==> src/verilog/tcd_pkg.sv <==
// Constants and types shared by the time-code distribution block
package tcd_pkg;
    localparam int unsigned TCD_ADDR_W = 5;
    localparam int unsigned TCD_DATA_W = 32;
    localparam int unsigned TCD_TIME_W = 6;
    localparam int unsigned TCD_FLAG_W = 2;
    localparam int unsigned TCD_CODE_W = 8;
    localparam int unsigned TCD_EV_W = 5;
    localparam int unsigned TCD_CNT_W = 8;
    // Register byte offsets
    localparam logic [4:0] TCD_OFF_CTRL = 5'h00;
    localparam logic [4:0] TCD_OFF_STATUS = 5'h04;
    localparam logic [4:0] TCD_OFF_IRQ_STAT = 5'h08;
    localparam logic [4:0] TCD_OFF_IRQ_MASK = 5'h0C;
    localparam logic [4:0] TCD_OFF_LAST = 5'h10;
    localparam logic [4:0] TCD_OFF_COUNTS = 5'h14;
    localparam logic [4:0] TCD_OFF_SWTICK = 5'h18;
    // Field positions
    localparam int unsigned TCD_CTRL_MASTER = 0;
    localparam int unsigned TCD_CTRL_FWD = 1;
    localparam int unsigned TCD_CTRL_FLAG_LSB = 6;
    localparam int unsigned TCD_CODE_TIME_LSB = 0;
    localparam int unsigned TCD_CODE_FLAG_LSB = 6;
    localparam int unsigned TCD_STAT_FLAG_LSB = 6;
    localparam int unsigned TCD_STAT_PEND = 8;
    localparam int unsigned TCD_STAT_RUN = 9;
    localparam int unsigned TCD_LAST_TX_LSB = 8;
    localparam int unsigned TCD_CNT_INV_LSB = 8;
    localparam int unsigned TCD_CNT_IGN_LSB = 16;
    localparam int unsigned TCD_EV_TICK = 0;
    localparam int unsigned TCD_EV_INVALID = 1;
    localparam int unsigned TCD_EV_IGNORED = 2;
    localparam int unsigned TCD_EV_SENT = 3;
    localparam int unsigned TCD_EV_MASTER = 4;
    // Reset values, step sizes and response codes
    localparam logic [7:0] TCD_CTRL_RST = 8'h00;
    localparam logic [4:0] TCD_MASK_RST = 5'h00;
    localparam logic [5:0] TCD_TIME_RST = 6'h00;
    localparam logic [1:0] TCD_FLAG_RST = 2'h0;
    localparam logic [5:0] TCD_TIME_ONE = 6'h01;
    localparam logic [7:0] TCD_CNT_ONE = 8'h01;
    localparam logic [1:0] TCD_RESP_OKAY = 2'h0;
    localparam logic [1:0] TCD_RESP_SLVERR = 2'h2;
    typedef enum logic [2:0] {
        TCD_TX_IDLE = 3'h1,
        TCD_TX_HOLD = 3'h2,
        TCD_TX_SEND = 3'h4
    } tcd_tx_state_type;
endpackage

==> src/verilog/tcd_if.sv <==
// Internal carriers: register access and received time codes
interface tcd_reg_if;
    logic wr_stb;
    logic [4:0] wr_addr;
    logic [31:0] wdata;
    logic [3:0] wstrb;
    logic wr_err;
    logic rd_stb;
    logic [4:0] rd_addr;
    logic [31:0] rdata;
    logic rd_err;
    modport slv (output wr_stb, wr_addr, wdata, wstrb, rd_stb, rd_addr,
                 input wr_err, rdata, rd_err);
    modport regs (input wr_stb, wr_addr, wdata, wstrb, rd_stb, rd_addr,
                  output wr_err, rdata, rd_err);
endinterface

interface tcd_rx_if;
    logic valid;
    logic [7:0] code;
    modport src (output valid, code);
    modport dst (input valid, code);
endinterface

==> src/verilog/tcd_top.sv <==
// Time counter, time-code receive check and transmit insertion
//
// The implementer's own choices: the placing of the registers and the AXI4-Lite register port.
module tcd_top (
    input wire logic i_clk,
    input wire logic i_rst_b,
    input wire logic i_axi_awvalid,
    output logic o_axi_awready,
    input wire logic [4:0] i_axi_awaddr,
    input wire logic i_axi_wvalid,
    output logic o_axi_wready,
    input wire logic [31:0] i_axi_wdata,
    input wire logic [3:0] i_axi_wstrb,
    output logic o_axi_bvalid,
    input wire logic i_axi_bready,
    output logic [1:0] o_axi_bresp,
    input wire logic i_axi_arvalid,
    output logic o_axi_arready,
    input wire logic [4:0] i_axi_araddr,
    output logic o_axi_rvalid,
    input wire logic i_axi_rready,
    output logic [31:0] o_axi_rdata,
    output logic [1:0] o_axi_rresp,
    input wire logic i_tick_in,
    input wire logic i_link_run,
    input wire logic i_link_err_reset,
    input wire logic i_link_clk,
    input wire logic i_rx_tc_stb,
    input wire logic [7:0] i_rx_tc_code,
    input wire logic i_tx_busy,
    input wire logic i_tx_char_end,
    output logic o_tx_tc_valid,
    output logic [7:0] o_tx_tc_code,
    output logic o_tick_out,
    output logic [5:0] o_time,
    output logic [1:0] o_ctrl_flags,
    output logic o_irq
);
    typedef struct packed {
        logic [5:0] cnt;
        logic [1:0] flags;
        tcd_pkg::tcd_tx_state_type tx;
        logic [7:0] tx_code;
        logic tx_valid;
        logic tick_out;
        logic [7:0] ctrl;
        logic [4:0] irq_stat;
        logic [4:0] irq_mask;
        logic irq;
        logic [7:0] last_rx;
        logic [7:0] last_tx;
        logic [7:0] n_valid;
        logic [7:0] n_invalid;
        logic [7:0] n_ignored;
    } tcd_core_state_type;

    tcd_reg_if regs ();
    tcd_rx_if rx ();

    tcd_core_state_type st_ff;
    tcd_core_state_type nxt_st;

    tcd_axil u_axil (
        .i_clk(i_clk),
        .i_rst_b(i_rst_b),
        .i_awvalid(i_axi_awvalid),
        .o_awready(o_axi_awready),
        .i_awaddr(i_axi_awaddr),
        .i_wvalid(i_axi_wvalid),
        .o_wready(o_axi_wready),
        .i_wdata(i_axi_wdata),
        .i_wstrb(i_axi_wstrb),
        .o_bvalid(o_axi_bvalid),
        .i_bready(i_axi_bready),
        .o_bresp(o_axi_bresp),
        .i_arvalid(i_axi_arvalid),
        .o_arready(o_axi_arready),
        .i_araddr(i_axi_araddr),
        .o_rvalid(o_axi_rvalid),
        .i_rready(i_axi_rready),
        .o_rdata(o_axi_rdata),
        .o_rresp(o_axi_rresp),
        .regs(regs)
    );

    tcd_rx_sync u_rx_sync (
        .i_clk(i_clk),
        .i_rst_b(i_rst_b),
        .i_link_clk(i_link_clk),
        .i_rx_stb(i_rx_tc_stb),
        .i_rx_code(i_rx_tc_code),
        .rx(rx)
    );

    logic [5:0] time_inc;
    logic [5:0] rx_time;
    logic [1:0] rx_flags;
    logic [1:0] own_flags;
    logic master;
    logic sw_tick;
    logic queue;
    logic [7:0] queue_code;
    logic [4:0] ev;
    logic stat_clr;

    always_comb begin
        nxt_st = st_ff;
        ev = '0;
        queue = 1'b0;
        queue_code = st_ff.tx_code;
        nxt_st.tick_out = 1'b0;
        nxt_st.tx_valid = 1'b0;
        master = st_ff.ctrl[tcd_pkg::TCD_CTRL_MASTER];
        own_flags = st_ff.ctrl[tcd_pkg::TCD_CTRL_FLAG_LSB +: 2];
        time_inc = st_ff.cnt + tcd_pkg::TCD_TIME_ONE;
        rx_time = rx.code[tcd_pkg::TCD_CODE_TIME_LSB +: 6];
        rx_flags = rx.code[tcd_pkg::TCD_CODE_FLAG_LSB +: 2];

        // Register writes
        regs.wr_err = !(regs.wr_addr == tcd_pkg::TCD_OFF_CTRL ||
            regs.wr_addr == tcd_pkg::TCD_OFF_STATUS ||
            regs.wr_addr == tcd_pkg::TCD_OFF_IRQ_STAT ||
            regs.wr_addr == tcd_pkg::TCD_OFF_IRQ_MASK ||
            regs.wr_addr == tcd_pkg::TCD_OFF_LAST ||
            regs.wr_addr == tcd_pkg::TCD_OFF_COUNTS ||
            regs.wr_addr == tcd_pkg::TCD_OFF_SWTICK);
        // Decoded only after the error flag is settled
        sw_tick = regs.wr_stb && !regs.wr_err && regs.wstrb[0] &&
            regs.wr_addr == tcd_pkg::TCD_OFF_SWTICK && regs.wdata[0];
        if (regs.wr_stb && regs.wstrb[0]) begin
            if (regs.wr_addr == tcd_pkg::TCD_OFF_CTRL) begin
                nxt_st.ctrl = regs.wdata[7:0];
            end
            if (regs.wr_addr == tcd_pkg::TCD_OFF_IRQ_MASK) begin
                nxt_st.irq_mask = regs.wdata[4:0];
            end
            if (regs.wr_addr == tcd_pkg::TCD_OFF_COUNTS) begin
                nxt_st.n_valid = '0;
                nxt_st.n_invalid = '0;
                nxt_st.n_ignored = '0;
            end
        end

        // Register reads
        regs.rd_err = 1'b0;
        regs.rdata = '0;
        case (regs.rd_addr)
            tcd_pkg::TCD_OFF_CTRL: begin
                regs.rdata[7:0] = st_ff.ctrl;
            end
            tcd_pkg::TCD_OFF_STATUS: begin
                regs.rdata[5:0] = st_ff.cnt;
                regs.rdata[tcd_pkg::TCD_STAT_FLAG_LSB +: 2] = st_ff.flags;
                regs.rdata[tcd_pkg::TCD_STAT_PEND] =
                    st_ff.tx != tcd_pkg::TCD_TX_IDLE;
                regs.rdata[tcd_pkg::TCD_STAT_RUN] = i_link_run;
            end
            tcd_pkg::TCD_OFF_IRQ_STAT: begin
                regs.rdata[4:0] = st_ff.irq_stat;
            end
            tcd_pkg::TCD_OFF_IRQ_MASK: begin
                regs.rdata[4:0] = st_ff.irq_mask;
            end
            tcd_pkg::TCD_OFF_LAST: begin
                regs.rdata[7:0] = st_ff.last_rx;
                regs.rdata[tcd_pkg::TCD_LAST_TX_LSB +: 8] = st_ff.last_tx;
            end
            tcd_pkg::TCD_OFF_COUNTS: begin
                regs.rdata[7:0] = st_ff.n_valid;
                regs.rdata[tcd_pkg::TCD_CNT_INV_LSB +: 8] = st_ff.n_invalid;
                regs.rdata[tcd_pkg::TCD_CNT_IGN_LSB +: 8] = st_ff.n_ignored;
            end
            tcd_pkg::TCD_OFF_SWTICK: begin
                regs.rdata = '0;
            end
            default: begin
                regs.rd_err = 1'b1;
            end
        endcase
        stat_clr = regs.rd_stb && regs.rd_addr == tcd_pkg::TCD_OFF_IRQ_STAT;

        // Master tick wins over a code arriving in the same cycle
        if (master && (i_tick_in || sw_tick)) begin
            nxt_st.cnt = time_inc;
            queue = 1'b1;
            queue_code = {own_flags, time_inc};
            ev[tcd_pkg::TCD_EV_MASTER] = 1'b1;
        end else if (rx.valid) begin
            nxt_st.last_rx = rx.code;
            if (rx_time == st_ff.cnt) begin
                // Stops time running round a loop of links
                ev[tcd_pkg::TCD_EV_IGNORED] = 1'b1;
                nxt_st.n_ignored = st_ff.n_ignored + tcd_pkg::TCD_CNT_ONE;
            end else if (rx_time == time_inc) begin
                nxt_st.cnt = time_inc;
                nxt_st.tick_out = 1'b1;
                nxt_st.flags = rx_flags;
                ev[tcd_pkg::TCD_EV_TICK] = 1'b1;
                nxt_st.n_valid = st_ff.n_valid + tcd_pkg::TCD_CNT_ONE;
                queue = st_ff.ctrl[tcd_pkg::TCD_CTRL_FWD];
                queue_code = {rx_flags, time_inc};
            end else begin
                nxt_st.cnt = rx_time;
                ev[tcd_pkg::TCD_EV_INVALID] = 1'b1;
                nxt_st.n_invalid = st_ff.n_invalid + tcd_pkg::TCD_CNT_ONE;
            end
        end

        // Transmit insertion; a newer code replaces an unsent one
        case (st_ff.tx)
            tcd_pkg::TCD_TX_IDLE: begin
                if (queue) begin
                    nxt_st.tx = tcd_pkg::TCD_TX_HOLD;
                    nxt_st.tx_code = queue_code;
                end
            end
            tcd_pkg::TCD_TX_HOLD: begin
                if (queue) begin
                    nxt_st.tx_code = queue_code;
                end
                if (i_link_run &&
                    (!i_tx_busy || i_tx_char_end)) begin
                    nxt_st.tx = tcd_pkg::TCD_TX_SEND;
                    nxt_st.tx_valid = 1'b1;
                end
            end
            tcd_pkg::TCD_TX_SEND: begin
                ev[tcd_pkg::TCD_EV_SENT] = 1'b1;
                nxt_st.last_tx = st_ff.tx_code;
                if (queue) begin
                    nxt_st.tx = tcd_pkg::TCD_TX_HOLD;
                    nxt_st.tx_code = queue_code;
                end else begin
                    nxt_st.tx = tcd_pkg::TCD_TX_IDLE;
                end
            end
            default: begin
                nxt_st.tx = tcd_pkg::TCD_TX_IDLE;
            end
        endcase

        // A stale code must not leak out after the link restarts
        if (i_link_err_reset) begin
            nxt_st.cnt = tcd_pkg::TCD_TIME_RST;
            nxt_st.flags = tcd_pkg::TCD_FLAG_RST;
            nxt_st.tick_out = 1'b0;
            nxt_st.tx_valid = 1'b0;
            nxt_st.tx = tcd_pkg::TCD_TX_IDLE;
        end

        // Read clears, but an event in the same cycle survives
        nxt_st.irq_stat = (stat_clr ? '0 : st_ff.irq_stat) | ev;
        nxt_st.irq = |(nxt_st.irq_stat & nxt_st.irq_mask);

        if (!i_rst_b) begin
            nxt_st = '0;
            nxt_st.cnt = tcd_pkg::TCD_TIME_RST;
            nxt_st.flags = tcd_pkg::TCD_FLAG_RST;
            nxt_st.ctrl = tcd_pkg::TCD_CTRL_RST;
            nxt_st.irq_mask = tcd_pkg::TCD_MASK_RST;
            nxt_st.tx = tcd_pkg::TCD_TX_IDLE;
        end
    end

    always_ff @(posedge i_clk) begin
        st_ff <= nxt_st;
    end

    assign o_tx_tc_valid = st_ff.tx_valid;
    assign o_tx_tc_code = st_ff.tx_code;
    assign o_tick_out = st_ff.tick_out;
    assign o_time = st_ff.cnt;
    assign o_ctrl_flags = st_ff.flags;
    assign o_irq = st_ff.irq;
endmodule

==> src/verilog/tcd_axil.sv <==
// AXI4-Lite slave front end for the time-code registers
module tcd_axil (
    input wire logic i_clk,
    input wire logic i_rst_b,
    input wire logic i_awvalid,
    output logic o_awready,
    input wire logic [4:0] i_awaddr,
    input wire logic i_wvalid,
    output logic o_wready,
    input wire logic [31:0] i_wdata,
    input wire logic [3:0] i_wstrb,
    output logic o_bvalid,
    input wire logic i_bready,
    output logic [1:0] o_bresp,
    input wire logic i_arvalid,
    output logic o_arready,
    input wire logic [4:0] i_araddr,
    output logic o_rvalid,
    input wire logic i_rready,
    output logic [31:0] o_rdata,
    output logic [1:0] o_rresp,
    tcd_reg_if.slv regs
);
    typedef struct packed {
        logic aw_ok;
        logic w_ok;
        logic [4:0] addr;
        logic [31:0] wdata;
        logic [3:0] wstrb;
        logic awready;
        logic wready;
        logic bvalid;
        logic [1:0] bresp;
        logic arready;
        logic rvalid;
        logic [31:0] rdata;
        logic [1:0] rresp;
    } tcd_axil_state_type;

    tcd_axil_state_type st_ff;
    tcd_axil_state_type nxt_st;

    always_comb begin
        nxt_st = st_ff;
        if (i_awvalid && st_ff.awready) begin
            nxt_st.aw_ok = 1'b1;
            nxt_st.addr = i_awaddr;
        end
        if (i_wvalid && st_ff.wready) begin
            nxt_st.w_ok = 1'b1;
            nxt_st.wdata = i_wdata;
            nxt_st.wstrb = i_wstrb;
        end
        // Write acts only once both halves are held
        regs.wr_stb = st_ff.aw_ok && st_ff.w_ok && !st_ff.bvalid;
        regs.wr_addr = st_ff.addr;
        regs.wdata = st_ff.wdata;
        regs.wstrb = st_ff.wstrb;
        if (regs.wr_stb) begin
            nxt_st.aw_ok = 1'b0;
            nxt_st.w_ok = 1'b0;
            nxt_st.bvalid = 1'b1;
            nxt_st.bresp = regs.wr_err ? tcd_pkg::TCD_RESP_SLVERR :
                tcd_pkg::TCD_RESP_OKAY;
        end else if (st_ff.bvalid && i_bready) begin
            nxt_st.bvalid = 1'b0;
        end
        regs.rd_stb = i_arvalid && st_ff.arready;
        regs.rd_addr = i_araddr;
        if (regs.rd_stb) begin
            nxt_st.rvalid = 1'b1;
            nxt_st.rdata = regs.rdata;
            nxt_st.rresp = regs.rd_err ? tcd_pkg::TCD_RESP_SLVERR :
                tcd_pkg::TCD_RESP_OKAY;
        end else if (st_ff.rvalid && i_rready) begin
            nxt_st.rvalid = 1'b0;
        end
        // One write and one read at a time
        nxt_st.awready = !nxt_st.aw_ok && !nxt_st.bvalid;
        nxt_st.wready = !nxt_st.w_ok && !nxt_st.bvalid;
        nxt_st.arready = !nxt_st.rvalid;
        if (!i_rst_b) begin
            nxt_st = '0;
        end
    end

    always_ff @(posedge i_clk) begin
        st_ff <= nxt_st;
    end

    assign o_awready = st_ff.awready;
    assign o_wready = st_ff.wready;
    assign o_bvalid = st_ff.bvalid;
    assign o_bresp = st_ff.bresp;
    assign o_arready = st_ff.arready;
    assign o_rvalid = st_ff.rvalid;
    assign o_rdata = st_ff.rdata;
    assign o_rresp = st_ff.rresp;
endmodule

==> src/verilog/tcd_rx_sync.sv <==
// Samples received time codes from the link clock domain
module tcd_rx_sync (
    input wire logic i_clk,
    input wire logic i_rst_b,
    input wire logic i_link_clk,
    input wire logic i_rx_stb,
    input wire logic [7:0] i_rx_code,
    tcd_rx_if.src rx
);
    typedef struct packed {
        logic clk_s1;
        logic clk_s2;
        logic clk_d;
        logic stb_s1;
        logic stb_s2;
        logic [7:0] code_s1;
        logic [7:0] code_s2;
        logic valid;
        logic [7:0] code;
    } tcd_rx_state_type;

    tcd_rx_state_type st_ff;
    tcd_rx_state_type nxt_st;

    always_comb begin
        nxt_st = st_ff;
        nxt_st.clk_s1 = i_link_clk;
        nxt_st.clk_s2 = st_ff.clk_s1;
        nxt_st.clk_d = st_ff.clk_s2;
        nxt_st.stb_s1 = i_rx_stb;
        nxt_st.stb_s2 = st_ff.stb_s1;
        nxt_st.code_s1 = i_rx_code;
        nxt_st.code_s2 = st_ff.code_s1;
        // Strobe and code share the clock's latency, so they line up
        nxt_st.valid = st_ff.clk_s2 && !st_ff.clk_d && st_ff.stb_s2;
        if (nxt_st.valid) begin
            nxt_st.code = st_ff.code_s2;
        end
        if (!i_rst_b) begin
            nxt_st = '0;
        end
    end

    always_ff @(posedge i_clk) begin
        st_ff <= nxt_st;
    end

    assign rx.valid = st_ff.valid;
    assign rx.code = st_ff.code;
endmodule

==> config.mk <==
export PLATFORM = sky130hd
export DESIGN_NAME = tcd_top
export DESIGN_NICKNAME = d
export VERILOG_FILES = /design/src/verilog/tcd_pkg.sv /design/src/verilog/tcd_if.sv /design/src/verilog/tcd_top.sv /design/src/verilog/tcd_axil.sv /design/src/verilog/tcd_rx_sync.sv
export SDC_FILE = /design/constraint.sdc
export NUM_CORES = 1
export LEC_CHECK = 0
export ABC_AREA = 1
export BUFFER_PORTS_ARGS = -buffer_cell sky130_fd_sc_hd__buf_2
export CORE_AREA = 5 5 132 134
export DETAILED_ROUTE_END_ITERATION = 8
export DIE_AREA = 0 0 137 139
export MAX_ROUTING_LAYER = met4
export PLACE_DENSITY = 0.66
export SKIP_LAST_GASP = 1
export SLEW_MARGIN = 20
export SYNTH_ARGS = -nofsm -noshare
export SYNTH_HDL_FRONTEND = slang
export SYNTH_SLANG_ARGS = --single-unit
==> constraint.sdc <==
create_clock -name i_clk -period 2.3 [get_ports i_clk]
set_clock_uncertainty 0.05 [all_clocks]
set_input_delay 0.46 -clock i_clk [delete_from_list [all_inputs] [get_ports i_clk]]
set_output_delay 0.46 -clock i_clk [all_outputs]
set_load 0.05 [all_outputs]
## Yosys cells after proc, flatten, opt, wreduce, memory -nomap -nowiden

Cells that the tools add are included.

| operators by class | value |
|---|---|
| bitwise logic cells | 7 |
| reductions and logical operators | 50 |
| $mul | 0 |
| muxes and demuxes | 53 |
| equality and inequality tests | 22 |
| shift operators | 0 |
| order comparisons | 0 |
| divide/modulo/power cells | 0 |
| add/subtract/negate cells | 4 |

Operators by type and width:

| operator | number |
|---|---|
| 2-to-1 mux 24 bit | 4 |
| 2-to-1 mux 8 bit | 11 |
| == test 5 bit (second input constant) | 6 |
| one-hot mux 5 bit (6 select lines) | 1 |
| adder 8 x 1 -> 8 bit (second input constant) | 3 |
| == test 5 x 4 -> 1 bit (second input constant) | 4 |
| logical AND 1 bit | 19 |
| 2-to-1 mux 1 bit | 16 |
| 2-to-1 mux 16 bit | 1 |
| one-hot mux 8 bit (2 select lines) | 1 |
| 2-to-1 mux 5 bit | 3 |
| == test 6 bit | 2 |
| 2-to-1 mux 2 bit | 6 |
| 2-to-1 mux 6 bit | 2 |
| one-hot mux 3 bit (4 select lines) | 1 |
| one-hot mux 6 bit (2 select lines) | 1 |
| 2-to-1 mux 11 bit | 1 |
| == test 5 x 3 -> 1 bit (second input constant) | 2 |
| zero test 5 bit | 2 |
| OR reduction 5 bit | 2 |
| 2-to-1 mux 3 bit | 3 |
| one-hot mux 3 bit (3 select lines) | 1 |
| logical OR 1 bit | 8 |
| AND reduction 2 bit | 4 |
| 18 further kinds | 32 |

| storage, ports and cells | value |
|---|---|
| bits in writable memories | 0 |
| bits in read-only memories | 0 |
| output and inout bits | 60 |
| memories kept | 0 |
| latch bits | 0 |
| input port bits | 68 |
| bits in registers | 159 |

## Depth between registers and ports, before layout

| depth | value |
|---|---|
| depth after elaboration | 17 |
| mapped depth | 15 |

## Modules after synthesis

A second synthesis with hierarchy kept.

| second synthesis, totals | value |
|---|---|
| cells, all modules | 1226 |
| area, all modules | 9044.9 sq um |

Modules (own cells, without submodules):

| module | area each (sq um) | times used | cells each |
|---|---|---|---|
| tcd_top | 4518.1 | 1 | 660 |
| tcd_axil | 3492.1 | 1 | 438 |
| tcd_rx_sync | 1034.7 | 1 | 128 |

## Worst setup path after synthesis

Ideal clock, no wire load.

| path | value |
|---|---|
| kind | register to register |
| start point | register u_axil.st_ff, in the netlist u_axil.o_arready |
| end point | register st_ff, in the netlist o_irq |
| buffers on the path | 0 |
| cell stages (with the launch flop) | 12 |
| path slack | 0.453 ns |
| data arrival time | 1.669 ns |
| library setup time | 0.128 ns |
| data required time | 2.122 ns |
| path through | dfxtp_1 > nand2_1 > inv_1 > nand2_1 > nand2_1 > nand2_1 > nand2_1 > nand2_1 > nor2_1 > nand2_1 > nor2_1 > nor2_1 |

| between the ends | value |
|---|---|
| word-level cells in the longest chain between the ends | 6 |

Ends and longest elaborated chain:

| element | RTL line | RTL |
|---|---|---|
| start, declared | tcd_axil.sv:40 | `tcd_axil_state_type st_ff;` |
| start signal, assigned | tcd_axil.sv:88 | `st_ff <= nxt_st;` |
| logical AND 1 bit | tcd_axil.sv:68 | `regs.rd_stb = i_arvalid && st_ff.arready;` |
| logical AND 1 bit | tcd_top.sv:180 | `stat_clr = regs.rd_stb && regs.rd_addr == tcd_pkg::TCD_OFF_IRQ_STAT;` |
| 2-to-1 mux 5 bit | tcd_top.sv:252 | `nxt_st.irq_stat = (stat_clr ? '0 : st_ff.irq_stat) \| ev;` |
| bitwise OR 5 bit | tcd_top.sv:252 |  |
| bitwise AND 5 bit | tcd_top.sv:253 | `nxt_st.irq = \|(nxt_st.irq_stat & nxt_st.irq_mask);` |
| OR reduction 5 bit | tcd_top.sv:253 |  |
| end signal, assigned | tcd_top.sv:266 | `st_ff <= nxt_st;` |
| end, declared | tcd_top.sv:60 | `tcd_core_state_type st_ff;` |

Every way passes these cells.
A chain may end at the register's enable or synchronous reset.

## Final worst setup path

| path | value |
|---|---|
| start point | register st_ff, in the netlist o_time[0] |
| end point | register st_ff[13] (netlist name) |

| between the ends | value |
|---|---|
| word-level cells in the longest chain between the ends | 6 |
| elaborated cells on any way between the ends | 7 |

Ends and longest elaborated chain:

| element | RTL line | RTL |
|---|---|---|
| adder 6 x 1 -> 6 bit | tcd_top.sv:115 | `time_inc = st_ff.cnt + tcd_pkg::TCD_TIME_ONE;` |
| == test 6 bit | tcd_top.sv:194 | `end else if (rx_time == time_inc) begin` |
| 2-to-1 mux 8 bit | tcd_top.sv:194 |  |
| 2-to-1 mux 16 bit (*) | tcd_top.sv:190 | `if (rx_time == st_ff.cnt) begin` |
| 2-to-1 mux 24 bit (*) | tcd_top.sv:188 | `end else if (rx.valid) begin` |
| 2-to-1 mux 24 bit (*) | tcd_top.sv:183 | `if (master && (i_tick_in \|\| sw_tick)) begin` |

Mark *: on every way between the ends. The rest lies on a longest branch, timed or not.

==> metrics.yaml <==
swShare_pct: 22.3
whs_path_depth: 3
synth_cell_types: 41
status: "completed"
io_pins: 128
synth_top_cell_by_area: "dfxtp_1"
cts-htree-levels: 4
dr.pass1.iters: 7
yosys_warnings: 0
min_to: "u_rx_sync.st_ff[23]"
die-area_um2: 19000
worst_pin_slew_ns: 0.591
highest_layer: "met4"
r2r_slack_ns: 0.22
routed-wl-met2_um: 7780
layout.cells.non_filler: 1251
cts_tree: "built"
r2r_start: "o_time[0]"
num_rows: 47
async_flop_share_pct: 0
min_from: "i_rx_tc_code[6]"
worst-setup-path-type: "register to register"
coreArea_um2: 16200
cp_top_family: "simple AND/OR/NAND/NOR gates"
p_comb_share_pct: 6.7
drc: 0
cp_max_fo: 12
initialDrtViolationCount: 335
fmax_mhz: 482
netSwitchingPower_uw: 1450
ir_drop_uv: 571
wl_per_cell_um: 13.9
cts_root_buf: "clkbuf_16"
placed_cells: 1221
syn_avg_cell_area_um2: 7.37
antenna_found_initial: 0
critPathBufInv: 2
slew_violations: 0
globalRouteTotalUtil_pct: 19.2
synth_common_cells: "nand2_1 (184), dfxtp_1 (157), inv_1 (107), nor2_1 (96), a21oi_1 (89)"
start_util_pct: 44.2
cts_setup_buffers: 0
clk_pin_slew_worst_paths_ns: 0.06
dpl.hpwl_um: 12500
clockPowerShare_pct: 50.0
port_buffers: 90
drive_gt1_share_pct: 17.3
synth_top_area_share_pct: 44.0
whs_ns: 0.167
cp_data_arrival_time_ns: 2.34
chipHeight_um: 139
wl_met1_um: 8290
grt_max_degree: 66
syn-cell-area_um2: 7140
wl_um: 17400
rsz0062_at_grt: "no"
routabilityCongestion: 0.925
critPathCaptureType: "register"
wl_met3_um: 1040
fin_crit_sh_pct: 90.2
slew_headroom_pct: 60.6
n_antenna_cell: 0
cts_resized: 0
clockBufferDepth: 2
clkLatencyLatePin_ns: 0.42
path_common_cell: "nand2_2"
post-route-util_pct: 50.5
vias_per_cell: 4.89
worst_slack_ns: 0.225
rr_worst_depth: 13
preCtsSetupSlack_ns: 0.212
cp.required_ns: 2.56
drv_cap: 0
leakagePower_uw: 0.00362
ys_seq_area_share_pct: 44.0
postRouteAntennaNets: 0
cts_buffers: 17
hold_class: "input pin to register"
grt_pass1_vias: 5697
netlist_instances: 969
p_seq_share_pct: 43.4
p_int_uw: 5070
synthMostInstantiatedCell: "nand2_1"
r2r-end: "st_ff[13]"
die_w_um: 137
grt_first_pass_wirelength_um: 28300
fin_setup_tns_ns: 0
vias: 6121
start_kind: "register"
synth.area.top_cells: "dfxtp_1 (44%), nand2_1 (9.7%), a21oi_1 (6.2%), o21ai_0 (6.1%), buf_4 (5.8%)"
overflow: 0
setup_viol: 0
ctsHoldBuffers: 0
power_density_nw_per_um2: 798
clock_sink_count: 157
synth_edf_count: 0
syn_to_final_growth_pct: 14.4
ys_ff_latch: 157
period_minus_slack_ns: 2.08
nets: 1092
max_stage_delay_ns: 0.46
hold_viol: 0
synth_ff_type: "dfxtp_1"
fillers: 1634
crit_chain: "ha_1, inv_1, nand2_2, nand2_2, a21oi_2, nand2_1, nor2_1, nand2_2, nand2_1, nor2_2, buf_4, o21ai_0, a21oi_2"
cp_slowest_cell: "dfxtp_1"
[area by class of cell]
cell class	count	area [um2]	share of cell area, %
inverter	115	432	5.28
clock inverter	11	240	2.94
sequential	157	3140	38.5
tap	220	275	3.37
multi-input combinational	618	3020	36.9
clock buffer	19	443	5.42
timing repair buffer	111	621	7.60
[worst reg2reg max path: stages, from the launching register on]
cell and delay, ns:
dfxtp_1 0.46, ha_1 0.26, inv_1 0.06, nand2_2 0.07, nand2_2 0.07, a21oi_2 0.16, nand2_1 0.06, nor2_1 0.12
nand2_2 0.10, nand2_1 0.08, nor2_2 0.04, buf_4 0.17, o21ai_0 0.20, a21oi_2 0.07
[worst max path at each step]
stage / cells after the start / startpoint / endpoint / slack [ns]
5_1_grt: 13 / o_time[0] / st_ff[10] / 0.03
4_1_cts: 13 / o_time[1] / st_ff[10] / 0.20
3_3_place_gp: 13 / o_time[1] / st_ff[10] / 0.23
3_5_place_dp: 13 / o_time[1] / st_ff[10] / 0.21
6_report: 13 / o_time[0] / st_ff[13] / 0.22
2_1_floorplan: 11 / u_axil.o_arready / o_irq / 0.45
[placed cells by master, fill, tap and decap left out, types with 6 or more instances in the layout]
cell type and count:
nand3_1 48, nand2_1 184, nand2_2 8, dfxtp_1 156, conb_1 10, nor2_1 96, clkbuf_16 17, o21ai_1 6
inv_1 107, o221ai_1 8, buf_4 20, nand4_1 7, a21oi_1 89, buf_2 90, o21ai_0 87, nor3_1 15
xor2_1 8, bufinv_16 7, a31oi_1 6
[routing by layer]
metal / global-route usage, % / vias to the layer above
met1: 25.5 / 2749
met4: 6.51 / 0
met5: - / -
met2: 28.9 / 158
met3: 3.99 / 30
li1: - / 3184
[power by group through the flow]
stage          Sequential, uW  Combinational [uW]  Clock, uW
2_1_floorplan            2900                 338          0
3_3_place_gp             2890                 434          0
3_5_place_dp             2890                 437          0
4_1_cts                  2830                 438       3310
5_1_grt                  2830                 478       3430
6_report                 2830                 435       3260
[stage by stage]
stage	power (uW)	area (um2)
after detailed placement	3320	7490
final	6520	8170
after global routing	6750	8170
after floorplan	3240	7180
after CTS	6580	8170
after global placement	3320	7490
[registers in the layout (all words and copies together) (netlist names), 2 cells and up]
signal,count
st_ff,58
u_axil.o_rdata,24
u_rx_sync.st_ff,21
o_tx_tc_code,8
u_axil.regs.wdata,8
u_rx_sync.rx.code,8
o_time,6
u_axil.regs.wr_addr,5
o_ctrl_flags,2
own_flags,2
u_axil.st_ff,2
[cells by family after synthesis]
logic type | after synthesis | synth area share, %
AO/OA/AOI/OAI | 217 | 16.9
other | 1 | 0.0525
AND/OR/NAND/NOR | 377 | 22.8
XOR/XNOR | 10 | 1.23
flip-flops | 157 | 44.0
buffers and inverters | 203 | 14.3
adder cells (fa/ha/maj) | 4 | 0.701
(Power assumes the default switching activity.)
